### src/iec_params.svh
// Constants for the interrupt enable and priority block
`ifndef IEC_PARAMS_SVH
`define IEC_PARAMS_SVH
// ========================================
// Register indices (byte address = 4 x index)
`define IEC_IDX_POL_LOW   8'ha4
`define IEC_IDX_POL_HIGH  8'ha5
`define IEC_IDX_FLAGS1    8'ha6
`define IEC_IDX_POL_UPPER 8'ha7
`define IEC_IDX_IE0       8'ha8
`define IEC_IDX_IE1       8'ha9
`define IEC_IDX_IE2       8'haa
`define IEC_IDX_IE3       8'hab
`define IEC_IDX_PRIO_LOW  8'hb8
`define IEC_IDX_FLAGS0    8'hc0
`define IEC_IDX_STATUS    8'hd0
`define IEC_IDX_MASK      8'hd1
`define IEC_IDX_PRIO_HIGH 8'hf8
// ========================================
// Reset values and implemented-bit masks
`define IEC_RST_BYTE      8'h00
`define IEC_RST_WORD      32'h0000_0000
`define IEC_IMPL_IE0      8'hbf
`define IEC_IMPL_IE1      8'h3d
`define IEC_IMPL_IE2      8'h3f
`define IEC_IMPL_IE3      8'h1f
`define IEC_IMPL_PRIO     8'h3f
`define IEC_IMPL_FLAGS1   8'hef
`define IEC_IMPL_STATUS   8'h0f
// ========================================
// Field positions
`define IEC_BIT_GLOBAL    7
`define IEC_BIT_T0_OVF    7
`define IEC_BIT_T0_MATCH  6
`define IEC_BIT_T3_EVENT  5
`define IEC_SRC_COUNT     24
`define IEC_GROUP_COUNT   6
// ========================================
// Edge selector codes
`define IEC_EDGE_NONE     2'h0
`define IEC_EDGE_RISE     2'h1
`define IEC_EDGE_FALL     2'h2
`define IEC_EDGE_BOTH     2'h3
`endif

### src/iec_pkg.sv
// Types shared by the interrupt enable and priority block
package iec_pkg;
  // Avalon-MM request from the bus master
  typedef struct packed {
    logic        read;
    logic        write;
    logic [7:0]  address;
    logic [3:0]  byteenable;
    logic [31:0] writedata;
  } iec_av_req_t;
  // Pin and timer event inputs
  typedef struct packed {
    logic [7:0] pins_low;
    logic [3:0] pins_upper;
    logic       t0_overflow;
    logic       t0_match;
    logic       t3_event;
  } iec_events_t;
  // Request presented to the CPU core
  typedef struct packed {
    logic       req;
    logic [4:0] src;
    logic [1:0] level;
  } iec_cpu_req_t;
endpackage
### src/iec_ctrl.sv
// Interrupt enable, priority and external flag controller
//
// Notes on behaviour
// first enable: global, group 0-7, serial1, pins
// second enable: pin12, serial0 events, pin8
// third enable: timer4, timer matches, T0 overflow
// fourth enable: interval, watchdog, watch, spi2, adc
// pin 0-7 flags set on edge, software clears
// high polarity holds edge codes pins 7-4
// low polarity holds edge codes pins 3-0
// upper polarity holds codes pins 12,11,10,8
// pin 12,11,10,8 flags clear by zero or ack
// timer0 match flag clears by zero or ack
// timer3 flag clears by zero or ack
// group level is high bit over low bit
// service needs global and own enable set
// six groups of four, lower number wins ties
`timescale 1ns/1ps
`include "iec_params.svh"
module iec_ctrl (
  input  wire logic                 clk,       // System clock
  input  wire logic                 rst_b,     // Async reset, low
  input  wire iec_pkg::iec_av_req_t avs_req,   // Avalon request
  output logic                      avs_waitrequest, // Avalon stall
  output logic [31:0]               avs_readdata,    // Avalon read data
  input  wire iec_pkg::iec_events_t evt,       // Pins and timer events
  input  wire logic [23:0]          periph_req,  // Other source levels
  input  wire logic                 int_ack,   // CPU acknowledge pulse
  input  wire logic [4:0]           ack_src,   // Acknowledged source
  output iec_pkg::iec_cpu_req_t     cpu_req,   // Request to CPU
  output logic                      irq        // Summary interrupt
);
  import iec_pkg::*;

  // ========================================
  // State
  typedef struct packed {
    logic        wait_n;
    logic [31:0] rdata;
    logic [7:0]  ie0;
    logic [7:0]  ie1;
    logic [7:0]  ie2;
    logic [7:0]  ie3;
    logic [7:0]  prio_low;
    logic [7:0]  prio_high;
    logic [7:0]  pol_low;
    logic [7:0]  pol_high;
    logic [7:0]  pol_upper;
    logic [7:0]  flags0;
    logic [7:0]  flags1;
    logic [7:0]  status;
    logic [7:0]  mask;
    logic [7:0]  pin_low_prev;
    logic [3:0]  pin_up_prev;
    iec_cpu_req_t cpu;
    logic        irq;
  } iec_state_t;

  iec_state_t state_reg;   // Registered state
  iec_state_t state_next;  // Next state
  logic [1:0] rst_sync_reg; // Reset release chain
  logic       rst_b_int;    // Synchronised reset

  // ========================================
  // Functions
  // Edge detection per two-bit selector
  function automatic logic edge_hit(input logic [1:0] sel,
                                    input logic prev,
                                    input logic cur);
    logic rise;
    logic fall;
    rise = ~prev & cur;
    fall = prev & ~cur;
    case (sel)
      `IEC_EDGE_RISE: edge_hit = rise;
      `IEC_EDGE_FALL: edge_hit = fall;
      `IEC_EDGE_BOTH: edge_hit = rise | fall;
      default:        edge_hit = 1'b0;
    endcase
  endfunction

  // Flag update: write of zero clears, event set wins
  function automatic logic [7:0] flag_upd(input logic [7:0] cur,
                                          input logic       wr,
                                          input logic [7:0] wd,
                                          input logic [7:0] clr,
                                          input logic [7:0] set);
    logic [7:0] kept;
    kept = wr ? (cur & wd) : cur;
    flag_upd = (kept & ~clr) | set;
  endfunction

  // ========================================
  // Reset release through two flip-flops
  always_ff @(posedge clk or negedge rst_b) begin
    if (!rst_b) begin
      rst_sync_reg <= 2'h0;
    end else begin
      rst_sync_reg <= {rst_sync_reg[0], 1'b1};
    end
  end
  assign rst_b_int = rst_sync_reg[1];

  // ========================================
  // Next-state logic
  always_comb begin
    logic        acc;        // Bus access taken this cycle
    logic        wr;         // Register write taken
    logic [7:0]  wd;         // Write data byte
    logic [7:0]  idx;        // Register index
    logic [7:0]  set0;       // Pin 0-7 edge events
    logic [7:0]  set1;       // Upper pin and timer events
    logic [7:0]  clr1;       // Acknowledge clears
    logic [7:0]  ev_st;      // Status events
    logic [23:0] pend;       // Pending requests
    logic [23:0] en;         // Per-source enables
    logic [1:0]  lvl;        // Level of a source
    logic        found;      // Winner present
    logic [4:0]  win;        // Winning source
    logic [1:0]  win_lvl;    // Winning level
    logic        hold;       // Request held off
    state_next = state_reg;
    // Access commits at the edge that sees waitrequest low
    acc = (avs_req.read | avs_req.write) & state_reg.wait_n;
    wr = acc & avs_req.write & avs_req.byteenable[0];
    wd = avs_req.writedata[7:0];
    idx = avs_req.address;
    set0 = 8'h00;
    set1 = 8'h00;
    clr1 = 8'h00;
    ev_st = 8'h00;
    pend = 24'h00_0000;
    en = 24'h00_0000;
    lvl = 2'h0;
    found = 1'b0;
    win = 5'h00;
    win_lvl = 2'h0;
    hold = 1'b0;

    // Bus handshake: stall at idle, answer one cycle after request
    state_next.wait_n = (avs_req.read | avs_req.write) &
                        ~state_reg.wait_n;

    // Edge events on pins 0 to 7 and upper pins, timer events
    for (int i = 0; i < 4; i++) begin
      set0[i] = edge_hit(state_reg.pol_low[2*i +: 2],
                         state_reg.pin_low_prev[i],
                         evt.pins_low[i]);
      set0[i+4] = edge_hit(state_reg.pol_high[2*i +: 2],
                           state_reg.pin_low_prev[i+4],
                           evt.pins_low[i+4]);
      set1[i] = edge_hit(state_reg.pol_upper[2*i +: 2],
                         state_reg.pin_up_prev[i],
                         evt.pins_upper[i]);
    end
    set1[`IEC_BIT_T0_OVF] = evt.t0_overflow;
    set1[`IEC_BIT_T0_MATCH] = evt.t0_match;
    set1[`IEC_BIT_T3_EVENT] = evt.t3_event;
    state_next.pin_low_prev = evt.pins_low;
    state_next.pin_up_prev = evt.pins_upper;

    // Acknowledge clears the matching flag of the upper register
    if (int_ack) begin
      case (ack_src)
        5'h00:   clr1[1] = 1'b1;
        5'h01:   clr1[2] = 1'b1;
        5'h06:   clr1[0] = 1'b1;
        5'h0b:   clr1[3] = 1'b1;
        5'h0c:   clr1[`IEC_BIT_T0_OVF] = 1'b1;
        5'h0d:   clr1[`IEC_BIT_T0_MATCH] = 1'b1;
        5'h10:   clr1[`IEC_BIT_T3_EVENT] = 1'b1;
        default: clr1 = 8'h00;
      endcase
    end

    // Flags: pin 0-7 flags ignore acknowledge
    state_next.flags0 = flag_upd(state_reg.flags0,
                                 wr && idx == `IEC_IDX_FLAGS0,
                                 wd, 8'h00, set0);
    state_next.flags1 = flag_upd(state_reg.flags1,
                                 wr && idx == `IEC_IDX_FLAGS1,
                                 wd, clr1, set1) & `IEC_IMPL_FLAGS1;

    // Status events: pins, upper pins, timers, acknowledge
    ev_st = {4'h0, int_ack, |set1[7:5], |set1[3:0], |set0};
    if (wr && idx == `IEC_IDX_STATUS) begin
      state_next.status = (state_reg.status & ~wd) | ev_st;
    end else begin
      state_next.status = state_reg.status | ev_st;
    end
    state_next.status = state_next.status & `IEC_IMPL_STATUS;

    // Plain control register writes
    if (wr) begin
      case (idx)
        `IEC_IDX_IE0:       state_next.ie0 = wd & `IEC_IMPL_IE0;
        `IEC_IDX_IE1:       state_next.ie1 = wd & `IEC_IMPL_IE1;
        `IEC_IDX_IE2:       state_next.ie2 = wd & `IEC_IMPL_IE2;
        `IEC_IDX_IE3:       state_next.ie3 = wd & `IEC_IMPL_IE3;
        `IEC_IDX_PRIO_LOW:  state_next.prio_low = wd & `IEC_IMPL_PRIO;
        `IEC_IDX_PRIO_HIGH: state_next.prio_high = wd & `IEC_IMPL_PRIO;
        `IEC_IDX_POL_LOW:   state_next.pol_low = wd;
        `IEC_IDX_POL_HIGH:  state_next.pol_high = wd;
        `IEC_IDX_POL_UPPER: state_next.pol_upper = wd;
        `IEC_IDX_MASK:      state_next.mask = wd & `IEC_IMPL_STATUS;
        default:            state_next.mask = state_next.mask;
      endcase
      // Writes to enable or priority hold the request off
      hold = (idx >= `IEC_IDX_IE0 && idx <= `IEC_IDX_IE3) ||
             idx == `IEC_IDX_PRIO_LOW || idx == `IEC_IDX_PRIO_HIGH;
    end

    // Read data, loaded for the answer cycle; unmapped reads as zero
    state_next.rdata = `IEC_RST_WORD;
    if (avs_req.read && !state_reg.wait_n) begin
      case (idx)
        `IEC_IDX_IE0:       state_next.rdata[7:0] = state_reg.ie0;
        `IEC_IDX_IE1:       state_next.rdata[7:0] = state_reg.ie1;
        `IEC_IDX_IE2:       state_next.rdata[7:0] = state_reg.ie2;
        `IEC_IDX_IE3:       state_next.rdata[7:0] = state_reg.ie3;
        `IEC_IDX_PRIO_LOW:  state_next.rdata[7:0] = state_reg.prio_low;
        `IEC_IDX_PRIO_HIGH: state_next.rdata[7:0] = state_reg.prio_high;
        `IEC_IDX_POL_LOW:   state_next.rdata[7:0] = state_reg.pol_low;
        `IEC_IDX_POL_HIGH:  state_next.rdata[7:0] = state_reg.pol_high;
        `IEC_IDX_POL_UPPER: state_next.rdata[7:0] = state_reg.pol_upper;
        `IEC_IDX_FLAGS0:    state_next.rdata[7:0] = state_reg.flags0;
        `IEC_IDX_FLAGS1:    state_next.rdata[7:0] = state_reg.flags1;
        `IEC_IDX_STATUS:    state_next.rdata[7:0] = state_reg.status;
        `IEC_IDX_MASK:      state_next.rdata[7:0] = state_reg.mask;
        default:            state_next.rdata = `IEC_RST_WORD;
      endcase
    end

    // Pending request per source number
    pend = periph_req;
    pend[0] = state_reg.flags1[1];
    pend[1] = state_reg.flags1[2];
    pend[5] = |state_reg.flags0;
    pend[6] = state_reg.flags1[0];
    pend[11] = state_reg.flags1[3];
    pend[12] = state_reg.flags1[`IEC_BIT_T0_OVF];
    pend[13] = state_reg.flags1[`IEC_BIT_T0_MATCH];
    pend[16] = state_reg.flags1[`IEC_BIT_T3_EVENT];
    pend[7] = 1'b0;
    pend[23] = 1'b0;

    // Enables packed six per register, gated by global enable
    en = {state_reg.ie3[5:0], state_reg.ie2[5:0],
          state_reg.ie1[5:0], state_reg.ie0[5:0]};
    if (!state_reg.ie0[`IEC_BIT_GLOBAL]) begin
      en = 24'h00_0000;
    end

    // Highest level wins; scan upward so lower number keeps ties
    for (int n = 0; n < `IEC_SRC_COUNT; n++) begin
      lvl = {state_reg.prio_high[n % `IEC_GROUP_COUNT],
             state_reg.prio_low[n % `IEC_GROUP_COUNT]};
      if (pend[n] && en[n] && (!found || lvl > win_lvl)) begin
        found = 1'b1;
        win = 5'(n);
        win_lvl = lvl;
      end
    end
    state_next.cpu.req = found & ~hold & ~int_ack;
    state_next.cpu.src = win;
    state_next.cpu.level = win_lvl;

    // Summary interrupt from unmasked status bits
    state_next.irq = |(state_next.status & state_next.mask);
  end

  // ========================================
  // State register
  always_ff @(posedge clk or negedge rst_b_int) begin
    if (!rst_b_int) begin
      state_reg <= '0;
      state_reg.wait_n <= 1'b0;
    end else begin
      state_reg <= state_next;
    end
  end

  // ========================================
  // Outputs from flip-flops; waitrequest is the inverted wait_n
  assign avs_waitrequest = ~state_reg.wait_n;
  assign avs_readdata = state_reg.rdata;
  assign cpu_req = state_reg.cpu;
  assign irq = state_reg.irq;
endmodule

### config.mk
export PLATFORM = sky130hd
export DESIGN_NAME = iec_ctrl
export DESIGN_NICKNAME = d
export VERILOG_FILES = /design/src/iec_pkg.sv /design/src/iec_ctrl.sv
export VERILOG_INCLUDE_DIRS = /design/src
export SDC_FILE = /design/constraint.sdc
export NUM_CORES = 1
export LEC_CHECK = 0
export BUFFER_PORTS_ARGS = -buffer_cell sky130_fd_sc_hd__buf_2
export CAP_MARGIN = 25
export CORE_AREA = 2 2 115 162
export CTS_BUF_LIST = sky130_fd_sc_hd__clkbuf_8
export DETAILED_ROUTE_END_ITERATION = 12
export DIE_AREA = 0 0 117 164
export PLACE_DENSITY = 0.67
export SLEW_MARGIN = 20
export SYNTH_ARGS = -nofsm -noshare
export SYNTH_HDL_FRONTEND = slang
export SYNTH_SLANG_ARGS = --single-unit
### constraint.sdc
create_clock -name clk -period 7.66 [get_ports clk]
set_clock_uncertainty 0.15 [all_clocks]
set_input_delay 0.766 -clock clk [delete_from_list [all_inputs] [get_ports clk]]
set_output_delay 0.766 -clock clk [all_outputs]
set_load 0.02 [all_outputs]
== After elaboration in Yosys (flattened, before gate mapping) ==
Cells that the tools add are included.

* Bits in writable memories: 0
* Word-level logic and storage cells: 383
* Register bits after elaboration: 142
* Output and inout port bits: 42
* Input bits: 93
* Latch bits: 0
* Memories: 0
* Bits in read-only memories: 0

* Equality and inequality tests: 55
* Reduce and logical (&&, ||, !) cells: 108
* Multiply operators: 0
* $lt $le $gt $ge: 23
* Shift operators: 0
* Add/sub/neg operators: 0
* Bitwise gates (word level): 81
* Divide/modulo/power cells: 0
* Muxes and demuxes: 94

{| class="wikitable"
|+ Operator list
! cell !! count
|-
| $eq 8x8->1 const B || 13
|-
| $pmux 8 s13 || 1
|-
| $mux 5 || 20
|-
| $eq 2x2->1 const B || 24
|-
| $logic_and 1x1->1 || 48
|-
| $mux 8 || 6
|-
| $mux 2 || 22
|-
| $gt 2x2->1 || 21
|-
| $pmux 1 s3 || 12
|-
| $mux 1 || 31
|-
| $and 1x1->1 || 30
|-
| $not 1->1 || 27
|-
| $and 8x8->8 || 3
|-
| $eq 2x1->1 const B || 12
|-
| $reduce_or 8->1 || 3
|-
| $logic_or 1x1->1 || 23
|-
| $mux 23 || 1
|-
| $logic_not 1->1 || 22
|-
| $reduce_and 2->1 || 9
|-
| $or 8x8->8 || 2
|-
| $eq 5x4->1 const B || 3
|-
| $or 1x1->1 || 13
|-
| $and 4x8->8 || 1
|-
| $ge 8x8->1 const B || 1
|-
| other kinds (12) || 13
|}

== Longest topological paths before layout ==
Gate-level depths: netlist of run 1.

* Depth after elaboration: 89
* Depth in mapped cells: 138
* Mapped depth without buffers: 137

== Least setup slack after synthesis of run 1 ==
OpenSTA, ideal clock, no wires.

* Path kind: register to register
* From: register state_reg[124] (netlist bit)
* To: register state_reg, in the netlist cpu_req[0]
* Setup slack: -16.939 ns
* Clock period less this slack: 24.599 ns
* Path buffers: 1
* Library setup time: 0.134 ns
* Cell stages (with the launch flop): 134
* Data required time: 7.376 ns
* Data arrival time: 24.315 ns
* Cell sequence: dfrtp_1 -> clkbuf_1 -> nand4_1 -> ha_1 -> nor2b_1 -> o311ai_1 -> mux2i_1 -> inv_1 -> ha_1 -> nor2b_1 -> o21ai_0 -> a21oi_1 -> o21ai_0 -> ha_1 -> nor2b_1 -> a2bb2oi_1 -> o2111ai_1 -> o211a_1 -> (+98 left out) -> ha_1 -> nand2_1 -> o21ai_0 -> a21oi_1 -> mux2_2 -> inv_1 -> ha_1 -> nor2b_1 -> o21ai_0 -> a21o_1 -> nor2_1 -> a21oi_1 -> ha_1 -> nor2b_1 -> o21ai_0 -> a21o_1 -> and2_1 -> a31oi_1

{| class="wikitable"
|+ RTL lines
! what !! RTL line !! RTL
|-
| start, declared || iec_ctrl.sv:59 || <nowiki>iec_state_t state_reg;</nowiki>
|-
| start signal, assigned || iec_ctrl.sv:279 || <nowiki>state_reg <= state_next;</nowiki>
|}

==> metrics.yaml, run 1 <==
max-slew-margin-rel_pct: 33.0
synth_area_leader_cell: "dfrtp_1"
max_freq_mhz: 42.3
multi_input_area_um2: 5270
root_buffer: "clkbuf_8"
diodes: 0
start_util_pct: 45.4
violations: "negative setup slack"
core_um2: 17800
fin_area_um2: 11200
dp_hpwl_mm: 20.0
clock_sinks: 114
rows: 58
grt_max_degree: 82
worst_pin_slew_ps: 990
synth_ff_type: "dfrtp_1"
drc_errors: 0
synth.area.top_cells: "dfrtp_1, mux2_2, ha_1"
worst-path-max-fanout: 7
drt-total-wl_mm: 27.6
yosysUniqueCellTypes: 76
cp.required_ps: 7890
drt_iter0_drc: 728
netlist_instances: 872
rsz0062_at_grt: "yes"
crit_top_cell: "ha_4"
yosysTopAreaCellShare_pct: 35.4
setup_viol: 7
status: "finished, violations left"
dieArea_um2: 19200
layout-drive-gt1-share_pct: 44.5
p_leak_uw: 0.00556
critical-path-top-delay-family: "compound AO/OA/AOI/OAI gates"
timing.hold.ws_ps: 122
final_hold_viol_count: 0
critPathArrivalTime_ps: 23870
yosysWarnings: 0
fin_crit_ps: 23640
cts_buffers: 17
track_usage_pct: 28.8
path_class: "register to register"
vias: 8033
portBuffers: 73
fin_ws_ps: -15980
nets: 1306
ir_worst_vdd_v: 0.000114
die_w_um: 117
globalRouteOverflowTotal: 0
critPathMaxStageDelay_ps: 410
wl_per_cell_um: 19.5
clk_pin_slew_ps: 80
pin_count: 135
synth_seq_cells: 114
slew_viol_final: 0
largest_reg_flops: 95
synth_edf_count: 0
antenna_left: 0
vias_per_cell: 5.69
regArea_um2: 2860
drv_cap: 0
h-tree-depth: 4
cp_slowest_cell: "dfrtp_1"
cts_tree: "built"
pre_cts_slack_ps: -16130
insertion_delay_ps: 450
clockBufferDepth: 2
layout_commonest_cell: "buf_4"
syn_avg_cell_area_um2: 9.25
fill_cells: 1508
grt_pass1_vias: 7945
grt_pass1_wl_mm: 41.2
final_cell_mix: "buf_4, dfrtp_1, nand2_1"
antenna_found_initial: 0
syn2layout_area_growth_pct: 38.7
gp_congestion: 0.915
placed_area_um2: 9940
drt_pre_antenna_iters: 6
startpoint_type: "register"
min_path_type: "register to async pin"
cp-end-kind: "register"
seq_area_frac_synth_pct: 35.4
die_h_um: 164
synth_area_um2: 8060
finalCritPeriodShare_pct: 309
async_flop_share_pct: 100
worst-path-buf-inv: 4
powerDensity_nw_per_um2: 122
[area by class of cell]
type,count,area share (%)
Inverter,55,1.85
Tap cell,240,2.68
Timing Repair Buffer,313,19.6
Clock buffer,17,2.09
Clock inverter,15,1.21
Sequential cell,114,25.5
Multi-Input combinational cell,659,47.1
[synth_stat cells, types with 4 or more instances]
master and n:
a211o_1 5, nor3_1 16, nand4_1 9, a21o_1 5
o21a_1 7, clkbuf_1 19, ha_1 53, dfrtp_1 114
nor2_1 63, buf_4 40, o211ai_1 6, a21oi_1 27
o21ai_0 53, and2_1 6, nor4_1 7, a22oi_1 16
nand2_1 94, o2111a_1 4, mux2i_1 19, or3_1 4
mux4_2 9, mux2_2 65, buf_1 5, and3_1 14
a221oi_1 4, a31oi_1 14, nand2b_1 20, o221ai_1 5
nand3_1 29, or2_1 4, nor2b_1 14, inv_1 55
[layer usage]
metal,up-vias,share of wire (%),track usage (%)
met5,-,0,0
li1,3687,-,-
met1,3902,35,30.9
met3,108,5.9,4.43
met2,336,52,51.0
met4,0,7.1,19.5
[final timing paths]
| check | startpoint | endpoint | slack, ps | depth (start not counted) |
|---|---|---|---|---|
| max | state_reg[124] | cpu_req[0] | -15980 | 135 |
| min | rst_sync_reg[1] | state_reg[61] | 120 | 0 |
| max reg2reg | state_reg[124] | cpu_req[0] | -15980 | 135 |
| min reg2reg | rst_sync_reg[1] | state_reg[61] | 120 | 0 |
| max in group asynchronous | rst_sync_reg[1] | state_reg[76] | 6140 | 1 |
| min in group clk | rst_sync_reg[0] | rst_sync_reg[1] | 210 | 0 |
[logic make-up after synthesis]
logic type	Yosys count	synth area share, %
buf+inv	122	7.66
fa+ha+maj	53	8.22
other cells	2	0.0931
flops	114	35.4
mux	94	14.1
simple gates	294	17.7
compound gates	193	16.9
[metrics by stage]
| stage | total power (µW) | TNS (ps) | util, % | cells |
|---|---|---|---|---|
| after detailed placement | 828 | -112250 | 55.9 | 1305 |
| after CTS | 1360 | -109650 | 60.9 | 1394 |
| after floorplan | 752 | -109390 | - | 895 |
| after global placement | 824 | -109030 | 55.9 | 1305 |
| final | 1360 | -111400 | 62.9 | 1413 |
| after global routing | 1410 | -120150 | 62.9 | 1413 |
[where the power goes]
part,internal (µW),switching [µW],total [µW]
clock,258,276,535
sequential,627,20.6,648
combinational,72.2,108,180
[repair_timing]
action                                  4_1_cts  5_1_grt
hold endpoints to repair                      2        0
endpoints found under the setup margin        7        7
pin swaps                                    56       41
buffers inserted                             56       19
gates resized for setup                      18       48
hold buffers                                  1        0
(Power assumes the default switching activity.)
==> run 2: changes to the inputs <==
- SKIP_CTS_REPAIR_TIMING: not set -> 1
==> run 2 against run 1 <==
  * The flow still finishes with violations (negative setup slack)
  * Largest cell class unchanged
  * Combinational power is essentially flat
  * Register-to-register slack improved by 190 ps
  * Non-clock buffer count decreased by 57
==> metrics.yaml, run 2 (synthesized netlist as in run 1, its figures left out) <==
status: "finished, violations left"  # unchanged
violations: "negative setup slack"  # unchanged
grt_pass1_vias: 7575  # was 7945
drt_iter0_drc: 615  # was 728
max-slew-margin-rel_pct: 31.1  # was 33.0%
worst-path-max-fanout: 8  # was 7
final_hold_viol_count: 0  # unchanged
critPathArrivalTime_ps: 23650  # was 23870 ps
powerDensity_nw_per_um2: 126  # was 122 nW/µm²
final_cell_mix: "buf_4, dfrtp_1, nand2_1"  # unchanged
rsz0062_at_grt: "yes"  # unchanged
min_path_type: "register to async pin"  # unchanged
max_freq_mhz: 42.6  # was 42.3 MHz
ir_worst_vdd_v: 0.000114  # about the same
layout-drive-gt1-share_pct: 42.5  # was 44.5%
fin_area_um2: 10800  # was 11200 µm²
cts_buffers: 17  # unchanged
core_um2: 17800  # unchanged
track_usage_pct: 27.7  # was 28.8%
worst_pin_slew_ps: 1020  # was 990 ps
startpoint_type: "register"  # unchanged
path_class: "register to register"  # unchanged
die_h_um: 164  # unchanged
root_buffer: "clkbuf_8"  # unchanged
critPathMaxStageDelay_ps: 410  # about the same
crit_top_cell: "ha_4"  # unchanged
vias_per_cell: 5.68  # was 5.69
clock_sinks: 114  # unchanged
dp_hpwl_mm: 20.0  # unchanged
h-tree-depth: 4  # unchanged
slew_viol_final: 0  # unchanged
grt_max_degree: 82  # unchanged
layout_commonest_cell: "buf_4"  # unchanged
p_leak_uw: 0.00529  # was 0.00556 µW
rows: 58  # unchanged
drt-total-wl_mm: 26.3  # was 27.6 mm
vias: 7704  # was 8033
cp.required_ps: 7860  # was 7890 ps
nets: 1249  # was 1306
largest_reg_flops: 95  # unchanged
pin_count: 135  # unchanged
die_w_um: 117  # unchanged
cp-end-kind: "register"  # unchanged
drv_cap: 0  # unchanged
finalCritPeriodShare_pct: 306  # was 309%
timing.hold.ws_ps: 123  # was 122 ps
fin_util_pct: 60.8  # was 62.9%
syn2layout_area_growth_pct: 34.0  # was 38.7%
setup_viol: 7  # unchanged
start_util_pct: 45.4  # unchanged
antenna_left: 0  # unchanged
portBuffers: 73  # unchanged
dieArea_um2: 19200  # unchanged
pre_cts_slack_ps: -16130  # unchanged
cp_slowest_cell: "dfrtp_1"  # unchanged
drc_errors: 0  # unchanged
cts_tree: "built"  # unchanged
antenna_found_initial: 0  # unchanged
clk_pin_slew_ps: 80  # about the same
grt_pass1_wl_mm: 39.7  # was 41.2 mm
clockBufferDepth: 2  # unchanged
fin_ws_ps: -15790  # was -15980 ps
placed_area_um2: 9940  # unchanged
fin_crit_ps: 23450  # was 23640 ps
total_power_uw: 1360  # about the same
insertion_delay_ps: 460  # was 450 ps
diodes: 0  # unchanged
wl_per_cell_um: 19.4  # was 19.5 µm
drt_pre_antenna_iters: 6  # unchanged
gp_congestion: 0.915  # unchanged
globalRouteOverflowTotal: 0  # unchanged
run 2: power breakdown:
group / internal, µW / total [µW] / switching [µW]
clock network: 258 / 535 / 277
logic: 71.5 / 179 / 107
registers: 627 / 648 / 20.5
total: 957 / 1360 / 405
run 2: final timing paths:
kind / startpoint / end / slack (ps) / cells after the start
setup / recovery: state_reg[124] / cpu_req[1] / -15790 / 135
hold / removal: rst_sync_reg[1] / state_reg[61] / 120 / 0
setup reg to reg: state_reg[124] / cpu_req[1] / -15790 / 135
hold reg to reg: rst_sync_reg[1] / state_reg[61] / 120 / 0
max in group asynchronous: rst_sync_reg[1] / state_reg[76] / 6150 / 1
min in group clk: rst_sync_reg[0] / rst_sync_reg[1] / 210 / 0
run 2: area by class of cell:
cell class              count  area (µm²)
multi-input cells         659        5310
repair buffers            256        1760
flip-flops and latches    114        2860
inverters                  55         206
clock inverters            15         135
fillers                  1568        6980
well taps                 240         300
clock buffers              17         234
run 2: through the flow:
step                cells  TNS [ps]
floorplan             895   -109390
global placement     1305   -109030
detailed placement   1305   -112250
CTS                  1337   -113030
global route         1356   -118650
finish               1356   -109800
run 2: worst max-delay path, delay by kind of cell, from the launching register on:
kind,cells,cell delay [ps]
AOI/OAI and AO/OA,50,8560
adders and majority gates,21,5530
buffers and inverters,5,540
DFF,1,410
muxes,8,2480
and+or+nand+nor,51,5670
run 2: metal layers:
| metal | track usage, % | part of all wire, % |
|---|---|---|
| met1 | 30.5 | 37 |
| met2 | 50.4 | 53 |
| met3 | 4.32 | 5.4 |
| met4 | 14.5 | 5.1 |
| met5 | 0 | 0 |
